$ cat src/tcpwm_cfg.svh
// Register map, field positions and counts of the twelve channel modulator
`ifndef TCPWM_CFG_SVH
`define TCPWM_CFG_SVH

`define TCPWM_NCH 12
`define TCPWM_NLOW 8
`define TCPWM_NHIGH 4

`define TCPWM_ADR_ENH 8'hd7
`define TCPWM_ADR_CTL 8'hdf
`define TCPWM_ADR_ENL 8'he7
`define TCPWM_ADR_D0 8'hec
`define TCPWM_ADR_D1 8'hed
`define TCPWM_ADR_D2 8'hee
`define TCPWM_ADR_D3 8'hef
`define TCPWM_ADR_D4 8'hf4
`define TCPWM_ADR_D5 8'hf5
`define TCPWM_ADR_D6 8'hf6
`define TCPWM_ADR_D7 8'hf7
`define TCPWM_ADR_D8 8'hfc
`define TCPWM_ADR_D9 8'hfd
`define TCPWM_ADR_D10 8'hfe
`define TCPWM_ADR_D11 8'hff

`define TCPWM_MODSEL_BIT 0
`define TCPWM_RST_REG 8'h00
`define TCPWM_TOP_256 8'hff
`define TCPWM_TOP_254 8'hfd
`define TCPWM_UNREACH_254 8'hfe

`endif

$ cat src/tcpwm_pkg.sv
// Types and the duty register decoder shared by the modulator files
`default_nettype none
`include "tcpwm_cfg.svh"
package tcpwm_pkg;
	typedef logic [7:0] tcpwm_byte_t;

	typedef struct packed {
		tcpwm_byte_t addr;
		logic wr;
		logic rd;
		tcpwm_byte_t wdata;
	} tcpwm_sfr_s;

	typedef struct packed {
		logic valid;
		logic [3:0] idx;
	} tcpwm_sel_s;

	// Duty registers sit in three scattered groups of the map
	function automatic tcpwm_sel_s tcpwm_duty_sel(tcpwm_byte_t a);
		tcpwm_sel_s s;
		s = '{valid: 1'b0, idx: 4'h0};
		case (a)
			`TCPWM_ADR_D0: s = '{valid: 1'b1, idx: 4'h0};
			`TCPWM_ADR_D1: s = '{valid: 1'b1, idx: 4'h1};
			`TCPWM_ADR_D2: s = '{valid: 1'b1, idx: 4'h2};
			`TCPWM_ADR_D3: s = '{valid: 1'b1, idx: 4'h3};
			`TCPWM_ADR_D4: s = '{valid: 1'b1, idx: 4'h4};
			`TCPWM_ADR_D5: s = '{valid: 1'b1, idx: 4'h5};
			`TCPWM_ADR_D6: s = '{valid: 1'b1, idx: 4'h6};
			`TCPWM_ADR_D7: s = '{valid: 1'b1, idx: 4'h7};
			`TCPWM_ADR_D8: s = '{valid: 1'b1, idx: 4'h8};
			`TCPWM_ADR_D9: s = '{valid: 1'b1, idx: 4'h9};
			`TCPWM_ADR_D10: s = '{valid: 1'b1, idx: 4'ha};
			`TCPWM_ADR_D11: s = '{valid: 1'b1, idx: 4'hb};
			default: s = '{valid: 1'b0, idx: 4'h0};
		endcase
		return s;
	endfunction
endpackage
`default_nettype wire

$ cat src/tcpwm_chan.sv
// One modulator channel: compare and open-drain pin drive
`timescale 1ns/1ps
`default_nettype none
module tcpwm_chan #(
	parameter bit PORT_PIN = 1'b0
) (
	input wire logic sys_clk,
	input wire logic rst,
	input wire logic [7:0] count,
	input wire logic [7:0] duty,
	input wire logic enable,
	input wire logic freeze,
	input wire logic latch_bit,
	output logic pin_oe
);
	logic oe_q;
	logic oe_d;
	logic pull_low;
	logic idle_oe;

	// Compare against the live duty value, no shadow copy
	assign pull_low = duty > count;
	// Port pins fall back to the latch, a zero pulls low
	assign idle_oe = PORT_PIN ? !latch_bit : 1'b0;
	assign oe_d = (enable && !freeze) ? pull_low : idle_oe;

	always_ff @(posedge sys_clk) begin
		if (rst) begin
			oe_q <= 1'b0;
		end else begin
			oe_q <= oe_d;
		end
	end

	assign pin_oe = oe_q;
endmodule // tcpwm_chan
`default_nettype wire

$ cat src/tcpwm_counter.sv
// Shared free-running period counter of the modulator
`timescale 1ns/1ps
`default_nettype none
`include "tcpwm_cfg.svh"
module tcpwm_counter (
	input wire logic sys_clk,
	input wire logic rst,
	input wire logic freeze,
	input wire logic modulo_select,
	output logic [7:0] count
);
	logic [7:0] count_q;
	logic [7:0] count_d;
	logic [7:0] top;

	assign top = modulo_select ? `TCPWM_TOP_254 : `TCPWM_TOP_256;
	// A count left above the top by a mode change wraps at once
	assign count_d = (count_q >= top) ? 8'h00 : count_q + 8'h01;

	always_ff @(posedge sys_clk) begin
		if (rst) begin
			count_q <= 8'h00;
		end else if (!freeze) begin
			count_q <= count_d;
		end
	end

	assign count = count_q;
endmodule // tcpwm_counter
`default_nettype wire

$ cat src/tcpwm_top.sv
// Twelve channel 8-bit pulse width modulator with its register file
//
// Operation
// - Twelve independent channels, 8-bit duty each
// - Counter wraps after 255, or 253 selected
// - Counter advances every clock outside low power, rate clock/modulo
// - One counter shared by every channel compare
// - Pin low while duty exceeds counter
// - Duty FEh or FFh stays low in 254
// - New duty value applies without period wait
// - Open drain; idle float or port pull-up
// - Low enable bit x gates channel x
// - High enable bits gate channels 8 to 11
// - Duty registers write only, reset zero
// - Enable registers read/write, reset zero
// - Low power freezes counter, pins idle
// - Control register write only, bit0 modulo
`timescale 1ns/1ps
`default_nettype none
`include "tcpwm_cfg.svh"
module tcpwm_top (
	input wire logic sys_clk,
	input wire logic rst,
	input wire tcpwm_pkg::tcpwm_sfr_s sfr,
	input wire logic low_power,
	input wire logic [3:0] port_one_latch,
	output logic [7:0] sfr_rdata,
	output logic [11:0] pin_out,
	output logic [11:0] pin_oe,
	output logic [7:0] counter_value
);
	import tcpwm_pkg::*;

	// ------------------------------------------------------------
	// Register storage
	// ------------------------------------------------------------
	logic [7:0] enable_reg_low_q;
	logic [3:0] enable_reg_high_q;
	logic modulo_select_q;
	logic [7:0] duty_compare_channel_q [`TCPWM_NCH];
	logic [7:0] sfr_rdata_q;
	logic [11:0] pin_out_q;

	// ------------------------------------------------------------
	// Address decode
	// ------------------------------------------------------------
	tcpwm_sel_s duty_sel;
	logic wr_enl;
	logic wr_enh;
	logic wr_ctl;
	logic wr_duty;
	logic hit_enl;
	logic hit_enh;
	logic [7:0] rd_mux;

	assign duty_sel = tcpwm_duty_sel(sfr.addr);
	assign hit_enl = sfr.addr == `TCPWM_ADR_ENL;
	assign hit_enh = sfr.addr == `TCPWM_ADR_ENH;
	assign wr_enl = sfr.wr && hit_enl;
	assign wr_enh = sfr.wr && hit_enh;
	assign wr_ctl = sfr.wr && (sfr.addr == `TCPWM_ADR_CTL);
	assign wr_duty = sfr.wr && duty_sel.valid;

	// ------------------------------------------------------------
	// Register writes
	// ------------------------------------------------------------
	always_ff @(posedge sys_clk) begin
		if (rst) begin
			enable_reg_low_q <= `TCPWM_RST_REG;
		end else if (wr_enl) begin
			enable_reg_low_q <= sfr.wdata;
		end
	end

	always_ff @(posedge sys_clk) begin
		if (rst) begin
			enable_reg_high_q <= 4'h0;
		end else if (wr_enh) begin
			enable_reg_high_q <= sfr.wdata[3:0];
		end
	end

	always_ff @(posedge sys_clk) begin
		if (rst) begin
			modulo_select_q <= 1'b0;
		end else if (wr_ctl) begin
			modulo_select_q <= sfr.wdata[`TCPWM_MODSEL_BIT];
		end
	end

	always_ff @(posedge sys_clk) begin
		for (int i = 0; i < `TCPWM_NCH; i++) begin
			if (rst) begin
				duty_compare_channel_q[i] <= `TCPWM_RST_REG;
			end else if (wr_duty && duty_sel.idx == 4'(i)) begin
				duty_compare_channel_q[i] <= sfr.wdata;
			end
		end
	end

	// ------------------------------------------------------------
	// Register reads
	// ------------------------------------------------------------
	// Write-only and unmapped addresses answer zero; the read value
	// is held until the next read so the core may sample it late.
	assign rd_mux = hit_enl ? enable_reg_low_q :
		hit_enh ? {4'h0, enable_reg_high_q} : `TCPWM_RST_REG;

	always_ff @(posedge sys_clk) begin
		if (rst) begin
			sfr_rdata_q <= `TCPWM_RST_REG;
		end else if (sfr.rd) begin
			sfr_rdata_q <= rd_mux;
		end
	end

	assign sfr_rdata = sfr_rdata_q;

	// ------------------------------------------------------------
	// Shared counter
	// ------------------------------------------------------------
	logic [7:0] cnt;

	tcpwm_counter u_counter (
		.sys_clk(sys_clk),
		.rst(rst),
		.freeze(low_power),
		.modulo_select(modulo_select_q),
		.count(cnt)
	);

	assign counter_value = cnt;

	// ------------------------------------------------------------
	// Channels
	// ------------------------------------------------------------
	logic [11:0] chan_en;
	logic [11:0] chan_on;
	logic [11:0] chan_latch;

	assign chan_en = {enable_reg_high_q, enable_reg_low_q};
	assign chan_on = chan_en & {12{!low_power}};
	assign chan_latch = {port_one_latch, 8'h00};

	for (genvar i = 0; i < `TCPWM_NCH; i++) begin : g_chan
		tcpwm_chan #(
			.PORT_PIN(i >= `TCPWM_NLOW)
		) u_chan (
			.sys_clk(sys_clk),
			.rst(rst),
			.count(cnt),
			.duty(duty_compare_channel_q[i]),
			.enable(chan_en[i]),
			.freeze(low_power),
			.latch_bit(chan_latch[i]),
			.pin_oe(pin_oe[i])
		);
	end

	// Open drain: the pin value is only ever a low, the enable decides
	always_ff @(posedge sys_clk) begin
		if (rst) begin
			pin_out_q <= 12'h000;
		end else begin
			pin_out_q <= 12'h000;
		end
	end

	assign pin_out = pin_out_q;

	// Worked out apart from the counter so its top is checked as well
	logic [7:0] top_now;
	assign top_now = modulo_select_q ? `TCPWM_TOP_254 : `TCPWM_TOP_256;

	// ------------------------------------------------------------
	// Per-channel checks
	// ------------------------------------------------------------
	for (genvar i = 0; i < `TCPWM_NCH; i++) begin : g_chk

	end

	for (genvar i = 0; i < `TCPWM_NLOW; i++) begin : g_low

	end

	for (genvar i = 0; i < `TCPWM_NHIGH; i++) begin : g_high

	end
endmodule // tcpwm_top
`default_nettype wire
$ cat config.mk
export PLATFORM = sky130hd
export DESIGN_NAME = tcpwm_top
export DESIGN_NICKNAME = d
export VERILOG_FILES = /design/src/tcpwm_pkg.sv /design/src/tcpwm_chan.sv /design/src/tcpwm_counter.sv /design/src/tcpwm_top.sv
export VERILOG_INCLUDE_DIRS = /design/src
export SDC_FILE = /design/constraint.sdc
export NUM_CORES = 1
export LEC_CHECK = 0
export CAP_MARGIN = 30
export CELL_PAD_IN_SITES_DETAIL_PLACEMENT = 1
export CELL_PAD_IN_SITES_GLOBAL_PLACEMENT = 1
export CORE_MARGIN = 2
export CORE_UTILIZATION = 30
export DETAILED_ROUTE_END_ITERATION = 8
export DONT_BUFFER_PORTS = 1
export PLACE_DENSITY = 0.61
export SLEW_MARGIN = 10
export SYNTH_ARGS = -nofsm -noshare
export SYNTH_HDL_FRONTEND = slang
export SYNTH_HIERARCHICAL = 1
export SYNTH_SLANG_ARGS = --single-unit
$ cat constraint.sdc
create_clock -name sys_clk -period 5.4 [get_ports sys_clk]
set_clock_uncertainty 0.15 [all_clocks]
set_input_delay 0.27 -clock sys_clk [delete_from_list [all_inputs] [get_ports sys_clk]]
set_output_delay 0.27 -clock sys_clk [all_outputs]
set_load 0.02 [all_outputs]
Word-level counts from Yosys, hierarchy flattened

Memory sizes are Yosys's and may differ from the RTL's.
Cells that the tools add are included.

Input port bits: 25
Word-level logic and storage cells: 179
Memories kept: 1
Memory bits (writable): 96
Register bits: 41
Output and inout port bits: 40

Muxes and demuxes: 59
Eq/ne operators: 26
Reductions and logical operators: 42
Add/subtract/negate cells: 1
Bitwise operators: 20
Magnitude comparators: 13

Memories:

| memory                 | depth | width | rd ports | clocked after Yosys merged registers in | write ports | line            | RTL |
|---|---|---|---|---|---|---|---|
| duty_compare_channel_q | 12    | 8     | 12       | 0                                       | 12          | tcpwm_top.sv:40 | `` logic [7:0] duty_compare_channel_q [`TCPWM_NCH]; `` |

Operator list:

| operator                                             | count |
|---|---|
| equality test 8 bit (second input constant)          | 15 |
| two-way mux 8 bit                                    | 14 |
| greater-than comparator 8 bit                        | 12 |
| one-hot mux 5 bit (12 select lines)                  | 1 |
| two-way mux 1 bit                                    | 42 |
| logical AND 1 bit                                    | 28 |
| equality test 4 x 3 -> 1 bit (second input constant) | 4 |
| equality test 4 bit (second input constant)          | 4 |
| OR reduction 2 bit                                   | 8 |
| bitwise OR 1 bit                                     | 12 |
| adder 8 x 1 -> 8 bit (second input constant)         | 1 |
| equality test 4 x 2 -> 1 bit (second input constant) | 2 |
| greater-or-equal comparator 8 bit                    | 1 |
| NOT 1 bit                                            | 8 |
| zero test 1 bit                                      | 5 |
| equality test 4 x 1 -> 1 bit (second input constant) | 1 |
| zero test 4 bit                                      | 1 |
| two-way mux 4 bit                                    | 1 |
| two-way mux 2 bit                                    | 1 |

Depth between registers and ports, before layout

Gate-level depths: netlist of the first run.

Word-level depth: 8
Mapped depth: 6
Gate-level depth less buffers: 6

Cells and area by module

Netlist of the first run, hierarchy kept.

Modules (own cells, without submodules):

| module                              | area each (um^2) | cells an instance | times used |
|---|---|---|---|
| tcpwm_top                           | 4769.6           | 355               | 1 |
| tcpwm_chan at g_chan[0].u_chan ...  | 245.2            | 30                | 8 |
| tcpwm_chan at g_chan[10].u_chan ... | 239.0            | 31                | 4 |
| tcpwm_counter                       | 402.9            | 41                | 1 |

Least setup slack after synthesis of the first run

Ideal clock, no wire load.

Path type: input -> register
Start: input port sfr[14] (netlist name)
End: memory duty_compare_channel_q[4][0] (netlist: duty_compare_channel_q[1][0]) (enable)
Setup slack: 3.178 ns
Cell stages on the path: 5
Data required time: 4.863 ns
Arrival time: 1.685 ns
Setup time: 0.387 ns
Cells stage by stage: or2_1 clkbuf_1 and3b_1 buf_2 o31ai_1

RTL lines:

| what               | line            | RTL |
|---|---|---|
| start: declaration | tcpwm_top.sv:24 | `input wire tcpwm_pkg::tcpwm_sfr_s sfr,` |
| end: declaration   | tcpwm_top.sv:40 |  |

Worst setup path after layout of the first run

Start: register u_counter.count_q[3] (netlist: u_counter/count[3])
End: register g_chan[6].u_chan.oe_q

Longest elaborated chain between the ends: 1

RTL lines:

| what                          | line                | RTL |
|---|---|---|
| start: declaration            | tcpwm_counter.sv:12 | `logic [7:0] count_q;` |
| start signal: assignment      | tcpwm_counter.sv:24 | `count_q <= count_d;` |
| greater-than comparator 8 bit | tcpwm_chan.sv:22    | `assign pull_low = duty > count;` |
| end signal: assignment        | tcpwm_chan.sv:29    | `oe_q <= 1'b0;` |
| end signal: assignment        | tcpwm_chan.sv:31    | `oe_q <= oe_d;` |
| end: declaration              | tcpwm_chan.sv:16    | `logic oe_q;` |

No other way between the ends.
A chain may end at the register's enable or synchronous reset.

==> impl_metrics.sql, run 1 <==
INSERT INTO impl_metrics (metric_group, metric, value, unit) VALUES
('synthesis', 'synth.ff_latch_count', '137', ''),
('clock_network', 'clk_transition_reported_paths', '60', 'ps'),
('synthesis', 'synth-main-ff-cell', 'sky130_fd_sc_hd__edfxtp_1', ''),
('routing', 'routed_via_density', '5.12', ''),
('critical_path', 'crit_path_end', 'g_chan[6].u_chan/pin_oe', ''),
('sta', 'hold_viol_final', '0', ''),
('critical_path', 'max_stage_delay', '710', 'ps'),
('floorplanning', 'die_height', '168', 'um'),
('synthesis', 'synth_edf_count', '96', ''),
('floorplanning', 'num_io_pins', '65', ''),
('sta', 'slew_violations', '0', ''),
('sta', 'f_max', '443', 'MHz'),
('cells_and_area', 'commonest_cells_after_routing_fill_and_taps_aside', '98 x sky130_fd_sc_hd__ha_1, 97 x sky130_fd_sc_hd__inv_1, 96 x sky130_fd_sc_hd__edfxtp_1', ''),
('routing', 'postRouteAntennaNets', '0', ''),
('synthesis', 'synth_cell_type_count', '59', ''),
('cells_and_area', 'nets', '919', ''),
('routing', 'detail_route.iter0.violations', '326', ''),
('synthesis', 'yosys-top-cells-area', 'sky130_fd_sc_hd__edfxtp_1 36%, sky130_fd_sc_hd__ha_1 15%, sky130_fd_sc_hd__dfxtp_1 10%', ''),
('clock_network', 'cts_tree', 'done', ''),
('routing', 'drtPass1Iterations', '5', ''),
('sta', 'grt_setup_unrepaired', 'false', ''),
('power_and_ir_drop', 'p_per_area', '287', 'nW/um2'),
('clock_network', 'clock_tree.htree_level_count', '4', ''),
('grt', 'grt_pass1_wl', '37300', 'um'),
('critical_path', 'cp-startpoint', 'u_counter/count[3]', ''),
('cells_and_area', 'n_fill_cell', '2982', ''),
('floorplanning', 'placementRows', '60', ''),
('routing', 'totalWireLength', '24300', 'um'),
('synthesis', 'synth_seq_area_share', '45.8', '%'),
('placement', 'count_of_buffers_inserted_at_the_top_level_ports', '0', ''),
('cells_and_area', 'mostFrequentLayoutCell', 'sky130_fd_sc_hd__ha_1', ''),
('critical_path', 'worst-endpoint-arrival', '2480', 'ps'),
('sta', 'report.final.setup_viol', '0', ''),
('synthesis', 'synthesis.yosys.warnings', '6', ''),
('clock_network', 'clock_latency_of_the_later_clocked_register_in_the_worst_skew_pair', '430', 'ps'),
('sta', 'fin_crit_sh', '41.8', '%'),
('grt', 'initial_antenna_violation_count', '0', ''),
('grt', 'grt_overflow_total', '0', ''),
('critical_path', 'worst-setup-path-type', 'reg2reg', ''),
('synthesis', 'synthDominantAreaCellType', 'sky130_fd_sc_hd__edfxtp_1', ''),
('routing', 'drc', '0', ''),
('sta', 'worst_pin_slew', '994', 'ps'),
('clock_network', 'clock_sinks', '137', ''),
('sta', 'timing.slew.headroom', '33.5', '%'),
('critical_path', 'worst_r2r_path_depth', '7', ''),
('critical_path', 'cp.required', '5620', 'ps'),
('critical_path', 'worstPathMaxFanout', '12', ''),
('status', 'result_of_the_run', 'finished clean', ''),
('sta', 'tns', '0', 'ps'),
('run', 'cap_viol_max_count', '0', ''),
('grt', 'grt_start_max_net_pins', '35', ''),
('clock_network', 'max-clock-path-buffers', '2', ''),
('critical_path', 'setup.worst_path.start_class', 'register', ''),
('cells_and_area', 'area_growth_syn_to_layout', '15.2', '%'),
('clock_network', 'cts_setup_buffers', '0', ''),
('placement', 'detailedPlacementHpwl', '16600', 'um'),
('synthesis', 'netlist_area', '8090', 'um2'),
('critical_path', 'timing.rr.start', 'u_counter/count[3]', ''),
('sta', 'layout_min_cycle_time', '2260', 'ps'),
('floorplanning', 'floorplan.die.width', '168', 'um'),
('synthesis', 'synth.avg_cell_area', '10.6', 'um2'),
('synthesis', 'post_synth_inst_count', '760', ''),
('floorplanning', 'die_area', '28300', 'um2'),
('cells_and_area', 'drive_above_1_share', '12.7', '%'),
('critical_path', 'regToRegEndpoint', 'g_chan[6].u_chan/pin_oe', ''),
('synthesis', 'yosys.area.top_type_share', '35.6', '%'),
('placement', 'gpl.final_weighted_congestion', '0.781', ''),
('clock_network', 'clock_tree.root_cell', 'sky130_fd_sc_hd__clkbuf_16', ''),
('grt', 'via_count_of_the_first_global_routing_pass', '6133', ''),
('critical_path', 'worstPathCellList', 'buf_4 -> inv_1 -> ha_1 -> nand4_1 -> nor2_2 -> nor4b_2 -> o21a_1', ''),
('critical_path', 'crit_path_top_delay_cell', 'sky130_fd_sc_hd__dfxtp_1', '');
==> synth_stat cells, types with 11 or more instances <==
cell                       instances
sky130_fd_sc_hd__buf_4            13
sky130_fd_sc_hd__nor3_1           16
sky130_fd_sc_hd__nor2_1           53
sky130_fd_sc_hd__nor3b_2          11
sky130_fd_sc_hd__nor2b_1          14
sky130_fd_sc_hd__nand2_1          43
sky130_fd_sc_hd__inv_1            97
sky130_fd_sc_hd__nand4_1          24
sky130_fd_sc_hd__ha_1             98
sky130_fd_sc_hd__and3b_1          11
sky130_fd_sc_hd__dfxtp_1          41
sky130_fd_sc_hd__nand2b_1         13
sky130_fd_sc_hd__mux2i_1          13
sky130_fd_sc_hd__edfxtp_1         96
sky130_fd_sc_hd__a21oi_1          58
sky130_fd_sc_hd__and2_1           18
==> report_power, final <==
group	switching, uW	internal, uW
Combinational	175	102
Clock	484	727
Sequential	25.5	1160
==> layer usage <==
layer | track usage [%] | vias to the layer above | share of wire [%]
met5 | 0 | - | 0
met4 | 4.99 | 0 | 1.2
met3 | 3.90 | 22 | 4.8
met2 | 30.8 | 105 | 50
met1 | 22.2 | 2972 | 44
li1 | - | 2788 | -
==> repair_timing <==
item,in CTS,in global routing
gates resized for setup,0,0
hold buffers,21,0
hold endpoints to repair,61,0
==> flip-flops by register name (all words and copies together), names as in the netlist <==
name                    cells
enable_reg_high_q           4
enable_reg_low_q            8
modulo_select_q             1
sfr_rdata                   8
g_chan.u_chan/pin_oe       12
u_counter/count             8
duty_compare_channel_q     96
==> cell type report <==
cell class | instances | area, um2 | area share, %
Multi-Input combinational cell | 507 | 3890 | 41.7
Timing Repair Buffer | 35 | 335 | 3.60
Clock inverter | 15 | 176 | 1.89
Inverter | 98 | 368 | 3.95
Tap cell | 341 | 427 | 4.58
Sequential cell | 137 | 3700 | 39.7
Clock buffer | 17 | 425 | 4.56
==> worst max-delay path: cells and delay by family (launching register included) <==
kind	cells	cell delay, ps
flip-flops	1	710
buffers and inverters	2	420
AND/OR/NAND/NOR	3	400
AO/OA/AOI/OAI	1	170
adder cells (fa/ha/maj)	1	340
==> cell families (layout without fill, tap and decap cells) <==
kind of cell / Yosys count / in the layout / synth area share, %
other: 1 / 12 / 0.0464
DFF: 137 / 137 / 45.8
adders and majority gates: 98 / 98 / 15.2
xor gates and xnor gates: 3 / 3 / 0.325
AOI/OAI and AO/OA: 121 / 121 / 10.0
buffers and inverters: 127 / 165 / 6.67
muxes: 13 / 13 / 1.61
and+or+nand+nor: 260 / 260 / 20.4
==> how the worst min path moves through the flow <==
stage	slack, ps	to	startpoint	cells after the start
floorplan	190	u_counter/count[6]	rst	1
global route	20	sfr_rdata[1]	sfr[8]	2
detailed placement	200	sfr_rdata[0]	rst	1
CTS	20	sfr_rdata[3]	sfr[8]	2
global placement	200	sfr_rdata[4]	rst	1
finish	10	sfr_rdata[1]	sfr[8]	2
==> metrics by stage <==
stage               setup WS [ps]  instance area [um2]  hold slack, ps  util, %  cells
global route                 3020                 9320            20.2     34.9   1150
CTS                          3090                 9320            17.1     34.9   1149
global placement             2790                 8450             198     31.6   1092
floorplan                    3180                 8130             189        -    771
finish                       3140                 9320            10.8     34.9   1150
detailed placement           2910                 8500             202     31.8   1096
No activity file was read; power rests on OpenSTA's default activity.
==> inputs of run 2 (changes only) <==
--- a/config.mk
+++ b/config.mk
@@ -13,7 +13,7 @@
 export CORE_UTILIZATION = 30
 export DETAILED_ROUTE_END_ITERATION = 8
 export DONT_BUFFER_PORTS = 1
-export PLACE_DENSITY = 0.61
+export PLACE_DENSITY = 0.63
 export SLEW_MARGIN = 10
 export SYNTH_ARGS = -nofsm -noshare
 export SYNTH_HDL_FRONTEND = slang
==> constraint.sdc (replaced) <==
create_clock -name sys_clk -period 2.06 [get_ports sys_clk]
set_clock_uncertainty 0.15 [all_clocks]
set_input_delay 0.103 -clock sys_clk [delete_from_list [all_inputs] [get_ports sys_clk]]
set_output_delay 0.103 -clock sys_clk [all_outputs]
set_load 0.02 [all_outputs]
==> impl_metrics.sql, run 2 (synthesized netlist as in run 1, its figures left out) <==
INSERT INTO impl_metrics (metric_group, metric, value, unit) VALUES
('grt', 'grt_pass1_wl', '38200', 'um'),
('floorplanning', 'placementRows', '60', ''),
('power_and_ir_drop', 'combPwrFrac', '11.2', '%'),
('grt', 'track_usage', '18.2', '%'),
('routing', 'drt-wirelength-per-cell', '20.7', 'um'),
('grt', 'via_count_of_the_first_global_routing_pass', '6293', ''),
('sta', 'layout_min_cycle_time', '2010', 'ps'),
('routing', 'drtPass1Iterations', '5', ''),
('cells_and_area', 'fin_area', '9660', 'um2'),
('cells_and_area', 'nets', '954', ''),
('grt', 'initial_antenna_violation_count', '2', ''),
('floorplanning', 'die_area', '28300', 'um2'),
('worst_hold_path', 'worst_hold_launch', 'sfr[7]', ''),
('clock_network', 'max-clock-path-buffers', '2', ''),
('cells_and_area', 'finalCoreUtilization', '36.2', '%'),
('placement', 'placedInstanceArea', '8700', 'um2'),
('critical_path', 'worstPathMaxFanout', '16', ''),
('cells_and_area', 'drive_above_1_share', '15.2', '%'),
('critical_path', 'max_stage_delay', '650', 'ps'),
('critical_path', 'setup.worst_path.start_class', 'input pin', ''),
('sta', 'timing.slew.headroom', '55.7', '%'),
('floorplanning', 'coreArea', '26700', 'um2'),
('critical_path', 'worst-setup-path-type', 'in2reg', ''),
('sta', 'report.final.setup_viol', '0', ''),
('clock_network', 'clock_tree.root_cell', 'sky130_fd_sc_hd__clkbuf_16', ''),
('clock_network', 'cts_setup_buffers', '0', ''),
('cells_and_area', 'finish.cell_count_without_fillers', '1186', ''),
('critical_path', 'cp-startpoint', 'rst', ''),
('critical_path', 'cp.required', '2070', 'ps'),
('power_and_ir_drop', 'leakage_component_of_the_power', '0.00344', 'uW'),
('clock_network', 'clock_sinks', '137', ''),
('floorplanning', 'floorplan.die.width', '168', 'um'),
('cells_and_area', 'largest_register_ff_count', '96', ''),
('sta', 'slew_violations', '0', ''),
('cells_and_area', 'top_register', 'duty_compare_channel_q', ''),
('power_and_ir_drop', 'seq_power_share', '43.7', '%'),
('status', 'result_of_the_run', 'finished with violations', ''),
('sta', 'hold_viol_final', '1', ''),
('clock_network', 'numCtsBuffers', '17', ''),
('clock_network', 'cts_tree', 'done', ''),
('critical_path', 'crit_path_top_delay_cell', 'sky130_fd_sc_hd__nand2_1', ''),
('power_and_ir_drop', 'power_report.internal_total', '5350', 'uW'),
('clock_network', 'clk_transition_reported_paths', '60', 'ps'),
('placement', 'count_of_buffers_inserted_at_the_top_level_ports', '0', ''),
('worst_hold_path', 'timing.hold.worst.class', 'in2reg', ''),
('routing', 'drc', '0', ''),
('critical_path', 'timing.critical_path.buf_inv', '3', ''),
('routing', 'dr_total_vias', '6004', ''),
('cells_and_area', 'area_growth_syn_to_layout', '19.4', '%'),
('cells_and_area', 'mostFrequentLayoutCell', 'sky130_fd_sc_hd__ha_1', ''),
('placement', 'dpl.cell_count', '1121', ''),
('placement', 'detailedPlacementHpwl', '16500', 'um'),
('critical_path', 'worstSetupEndpointType', 'register', ''),
('placement', 'gpl.final_weighted_congestion', '0.780', ''),
('placement', 'worst_setup_timing_slack_at_the_placement_stage', '294', 'ps'),
('sta', 'hold_worst_slack', '-10.9', 'ps'),
('critical_path', 'worstPathCellList', 'dlygate4sd3_1 -> buf_12 -> clkinv_1 -> nand2_1 -> nor2_1', ''),
('grt', 'grt_start_max_net_pins', '22', ''),
('sta', 'f_max', '498', 'MHz'),
('routing', 'detail_route.iter0.violations', '318', ''),
('clock_network', 'clock_latency_of_the_later_clocked_register_in_the_worst_skew_pair', '430', 'ps'),
('routing', 'routed_via_density', '5.06', ''),
('status', 'violations', 'hold timing', ''),
('critical_path', 'path_delay_family', 'buffers and inverters', ''),
('cells_and_area', 'commonest_cells_after_routing_fill_and_taps_aside', '98 x sky130_fd_sc_hd__ha_1, 97 x sky130_fd_sc_hd__inv_1, 96 x sky130_fd_sc_hd__edfxtp_1', ''),
('power_and_ir_drop', 'vdd_ir_drop_max', '0.565', 'mV'),
('power_and_ir_drop', 'switching_share', '24.6', '%'),
('sta', 'worst_pin_slew', '663', 'ps'),
('power_and_ir_drop', 'p_sw', '1740', 'uW'),
('grt', 'grt_overflow_total', '0', ''),
('clock_network', 'clock_tree.htree_level_count', '4', ''),
('routing', 'totalWireLength', '24600', 'um'),
('critical_path', 'worst-endpoint-arrival', '2010', 'ps'),
('floorplanning', 'die_height', '168', 'um'),
('power_and_ir_drop', 'p_per_area', '734', 'nW/um2'),
('sta', 'fin_crit_sh', '97.4', '%'),
('power_and_ir_drop', 'report.power.total', '7090', 'uW'),
('floorplanning', 'num_io_pins', '65', ''),
('routing', 'postRouteAntennaNets', '0', ''),
('power_and_ir_drop', 'clkPwrFrac', '45.1', '%'),
('critical_path', 'timing.rr.start', 'u_counter/count[1]', ''),
('sta', 'final_critical_path_setup_slack', '53.5', 'ps'),
('floorplanning', 'floorplan.initialDensity', '30.3', '%'),
('run', 'cap_viol_max_count', '0', ''),
('sta', 'grt_setup_unrepaired', 'true', '');
[run 2: worst paths after layout]
| path | slack, ps | depth (start not counted) | endpoint |
|---|---|---|---|
| max | 50 | 5 | duty_compare_channel_q[0][18] |
| min | -10 | 2 | duty_compare_channel_q[1][23] |
| max reg2reg | 220 | 5 | u_counter/count[5] |
| min reg2reg | 330 | 2 | enable_reg_high_q[2] |
[run 2: metal layers]
| metal | global-route usage (%) | vias to the layer above | wire [um] |
|---|---|---|---|
| met2 | 30.3 | 133 | 11600 |
| met5 | 0 | - | 0 |
| met1 | 23.1 | 2971 | 11300 |
| met4 | 6.63 | 0 | 633 |
| met3 | 3.90 | 43 | 1090 |
| li1 | - | 2857 | - |
[run 2: timing repair]
action,in CTS,in global routing
hold buffers,31,0
endpoints found under the setup margin,0,18
resized for setup,0,1
hold endpoints to repair,77,0
[run 2: final cells by class]
type	instances	area, um2
fillers	3009	17100
flip-flops and latches	137	3700
repair buffers	70	656
clock buffers	21	470
multi-input cells	507	3890
diodes	1	2.50
inverters	98	368
well taps	341	427
clock inverters	11	145
[run 2: power groups by stage]
stage / sequential, uW / combinational (uW) / clock [uW]
finish: 3100 / 795 / 3200
global placement: 3150 / 670 / 0
global route: 3110 / 892 / 3360
CTS: 3100 / 794 / 3260
floorplan: 3160 / 480 / 0
detailed placement: 3160 / 690 / 0
[run 2: stage by stage]
stage	TNS, ps	hold slack (ps)
final	0	-10.9
after global routing	-331	7.59
after CTS	0	3.11
after detailed placement	0	42.9
after global placement	0	37.8
after floorplan	0	22.4
==> inputs of run 3 (changes only) <==
--- a/config.mk
+++ b/config.mk
@@ -13,7 +13,7 @@
 export CORE_UTILIZATION = 30
 export DETAILED_ROUTE_END_ITERATION = 8
 export DONT_BUFFER_PORTS = 1
-export PLACE_DENSITY = 0.63
+export PLACE_DENSITY_LB_ADDON = 0.1
 export SLEW_MARGIN = 10
 export SYNTH_ARGS = -nofsm -noshare
 export SYNTH_HDL_FRONTEND = slang
==> constraint.sdc (replaced) <==
create_clock -name sys_clk -period 2.5 [get_ports sys_clk]
set_clock_uncertainty 0.15 [all_clocks]
set_input_delay 0.125 -clock sys_clk [delete_from_list [all_inputs] [get_ports sys_clk]]
set_output_delay 0.125 -clock sys_clk [all_outputs]
set_load 0.02 [all_outputs]
==> impl_metrics.sql, run 3 (synthesized netlist as in run 1, its figures left out) <==
INSERT INTO impl_metrics (metric_group, metric, value, unit) VALUES
('floorplanning', 'floorplan.initialDensity', '30.3', '%'),
('worst_hold_path', 'hold_path_depth', '2', ''),
('critical_path', 'crit_path_top_delay_cell', 'sky130_fd_sc_hd__dlygate4sd3_1', ''),
('cells_and_area', 'num_antenna_cells', '0', ''),
('power_and_ir_drop', 'p_per_area', '603', 'nW/um2'),
('routing', 'totalWireLength', '25700', 'um'),
('sta', 'grt_setup_unrepaired', 'false', ''),
('routing', 'routed_via_density', '5.02', ''),
('clock_network', 'clock_tree.htree_level_count', '4', ''),
('sta', 'layout_min_cycle_time', '2320', 'ps'),
('critical_path', 'worstPathCellList', 'dlygate4sd3_1 -> nand4b_1 -> dlygate4sd3_1 -> o311ai_0 -> o41ai_1 -> dlygate4sd3_1', ''),
('routing', 'postRouteAntennaNets', '0', ''),
('power_and_ir_drop', 'vdd_ir_drop_max', '0.311', 'mV'),
('critical_path', 'worst-setup-path-type', 'in2reg', ''),
('sta', 'hold_viol_final', '0', ''),
('placement', 'gpl.final_weighted_congestion', '0.788', ''),
('clock_network', 'clock_latency_of_the_later_clocked_register_in_the_worst_skew_pair', '420', 'ps'),
('critical_path', 'worstSetupEndpointType', 'register', ''),
('clock_network', 'clock_tree.root_cell', 'sky130_fd_sc_hd__clkbuf_16', ''),
('critical_path', 'worst_r2r_path_depth', '7', ''),
('floorplanning', 'floorplan.die.width', '168', 'um'),
('cells_and_area', 'area_growth_syn_to_layout', '17.2', '%'),
('routing', 'drt-wirelength-per-cell', '21.9', 'um'),
('routing', 'detail_route.iter0.violations', '288', ''),
('cells_and_area', 'commonest_cells_after_routing_fill_and_taps_aside', '98 x sky130_fd_sc_hd__ha_1, 97 x sky130_fd_sc_hd__inv_1, 96 x sky130_fd_sc_hd__edfxtp_1', ''),
('cells_and_area', 'nets', '940', ''),
('status', 'result_of_the_run', 'finished clean', ''),
('floorplanning', 'placementRows', '60', ''),
('critical_path', 'worst-endpoint-arrival', '2470', 'ps'),
('critical_path', 'worstPathMaxFanout', '13', ''),
('clock_network', 'numCtsBuffers', '17', ''),
('clock_network', 'max-clock-path-buffers', '2', ''),
('routing', 'drtPass1Iterations', '5', ''),
('routing', 'drc', '0', ''),
('routing', 'wl_met3', '977', 'um'),
('floorplanning', 'die_height', '168', 'um'),
('clock_network', 'cts_setup_buffers', '0', ''),
('sta', 'slew_violations', '0', ''),
('grt', 'grt_pass1_wl', '38800', 'um'),
('placement', 'count_of_buffers_inserted_at_the_top_level_ports', '0', ''),
('cells_and_area', 'largest_register_ff_count', '96', ''),
('sta', 'f_max', '432', 'MHz'),
('clock_network', 'cts_tree', 'done', ''),
('sta', 'fin_crit_sh', '92.6', '%'),
('grt', 'grt_start_max_net_pins', '27', ''),
('sta', 'tns', '0', 'ps'),
('placement', 'worst_setup_timing_slack_at_the_placement_stage', '131', 'ps'),
('clock_network', 'clock_sinks', '137', ''),
('critical_path', 'regToRegEndpoint', 'g_chan[0].u_chan/pin_oe', ''),
('clock_network', 'clk_transition_reported_paths', '60', 'ps'),
('run', 'cap_viol_max_count', '0', ''),
('floorplanning', 'die_area', '28300', 'um2'),
('sta', 'report.final.setup_viol', '0', ''),
('power_and_ir_drop', 'report.power.total', '5720', 'uW'),
('critical_path', 'timing.rr.start', 'u_counter/count[3]', ''),
('floorplanning', 'coreArea', '26700', 'um2'),
('sta', 'final_critical_path_setup_slack', '185', 'ps'),
('cells_and_area', 'n_fill_cell', '2984', ''),
('routing', 'dr_total_vias', '5884', ''),
('critical_path', 'setup.worst_path.start_class', 'input pin', ''),
('worst_hold_path', 'timing.hold.worst.class', 'in2reg', ''),
('cells_and_area', 'drive_above_1_share', '14.6', '%'),
('grt', 'initial_antenna_violation_count', '0', ''),
('critical_path', 'worst_path_most_repeated_cell', 'sky130_fd_sc_hd__dlygate4sd3_1', ''),
('sta', 'worst_pin_slew', '795', 'ps'),
('placement', 'detailedPlacementHpwl', '18200', 'um'),
('cells_and_area', 'finalCoreUtilization', '35.5', '%'),
('sta', 'timing.slew.headroom', '46.9', '%'),
('floorplanning', 'num_io_pins', '65', ''),
('routing', 'm1WireLength', '11800', 'um'),
('grt', 'grt_overflow_total', '0', ''),
('critical_path', 'max_stage_delay', '620', 'ps'),
('cells_and_area', 'top_register', 'duty_compare_channel_q', ''),
('grt', 'via_count_of_the_first_global_routing_pass', '6397', ''),
('routing', 'highest_routed_metal_layer', 'met4', ''),
('cells_and_area', 'storage_cell_area', '3700', 'um2'),
('cells_and_area', 'finish.cell_count_without_fillers', '1171', ''),
('routing', 'met2_wirelength', '12600', 'um'),
('power_and_ir_drop', 'leakage_component_of_the_power', '0.00336', 'uW'),
('worst_hold_path', 'worst_hold_launch', 'sfr[12]', ''),
('placement', 'dpl.cell_count', '1116', ''),
('critical_path', 'cp.required', '2660', 'ps'),
('cells_and_area', 'area_of_combinational_cells_with_multiple_inputs', '3890', 'um2'),
('grt', 'track_usage', '18.7', '%'),
('critical_path', 'rrSetupSlack', '190', 'ps'),
('cells_and_area', 'mostFrequentLayoutCell', 'sky130_fd_sc_hd__ha_1', ''),
('worst_hold_path', 'hold-path-endpoint', 'duty_compare_channel_q[2][15]', '');
-- run 3: cell types whose count changed in the layout (fill, tap and decap cells not counted), sizes merged --
cell / change
clkinv: -1
dlygate4sd3: -8
bufinv: -2
clkbuf: +1
inv: +2
diode: -1
buf: -6
-- run 3: report_power, final --
part / switching, uW / internal (uW) / total (uW)
Clock: 999 / 1510 / 2510
Sequential: 40.4 / 2510 / 2550
Combinational: 413 / 240 / 653
-- run 3: area by class of cell --
type | count | area share, %
inverter | 98 | 3.88
clock inverter | 10 | 0.937
clock buffer | 22 | 5.24
tap | 341 | 4.50
sequential | 137 | 39.1
multi-input combinational | 507 | 41.0
timing repair buffer | 56 | 5.38
-- run 3: worst max path at each step --
stage,start,endpoint,cells after the start
6_report,sfr[15],modulo_select_q,6
3_3_place_gp,u_counter/count[3],g_chan[0].u_chan/pin_oe,7
4_1_cts,u_counter/count[3],g_chan[0].u_chan/pin_oe,7
2_1_floorplan,sfr[14],duty_compare_channel_q[2][0],5
5_1_grt,u_counter/count[3],g_chan[0].u_chan/pin_oe,7
3_5_place_dp,u_counter/count[3],g_chan[0].u_chan/pin_oe,7
-- run 3: stage by stage --
stage | area [um2] | hold slack, ps
floorplan | 8130 | 44.4
global placement | 8650 | 66.7
detailed placement | 8650 | 69.4
CTS | 9480 | 4.64
global route | 9480 | 28.1
finish | 9480 | 17.0
-- run 3: critical path: cells and delay by family --
kind / cells / cell delay (ps)
and+or+nand+nor: 1 / 180
buffers and inverters: 3 / 1740
AOI/OAI and AO/OA: 2 / 430
-- run 3: timing repair --
action                                  CTS  global route
endpoints found under the setup margin    0             0
resized for setup                         0             0
hold buffers                             23             0
endpoints found under the hold margin    74             0
-- run 3: layer usage --
layer  vias up  global-route usage [%]
met4         0                    4.80
met1      2950                    24.0
li1       2828                       -
met3        20                    3.57
met2        86                    32.5
met5         -                       0
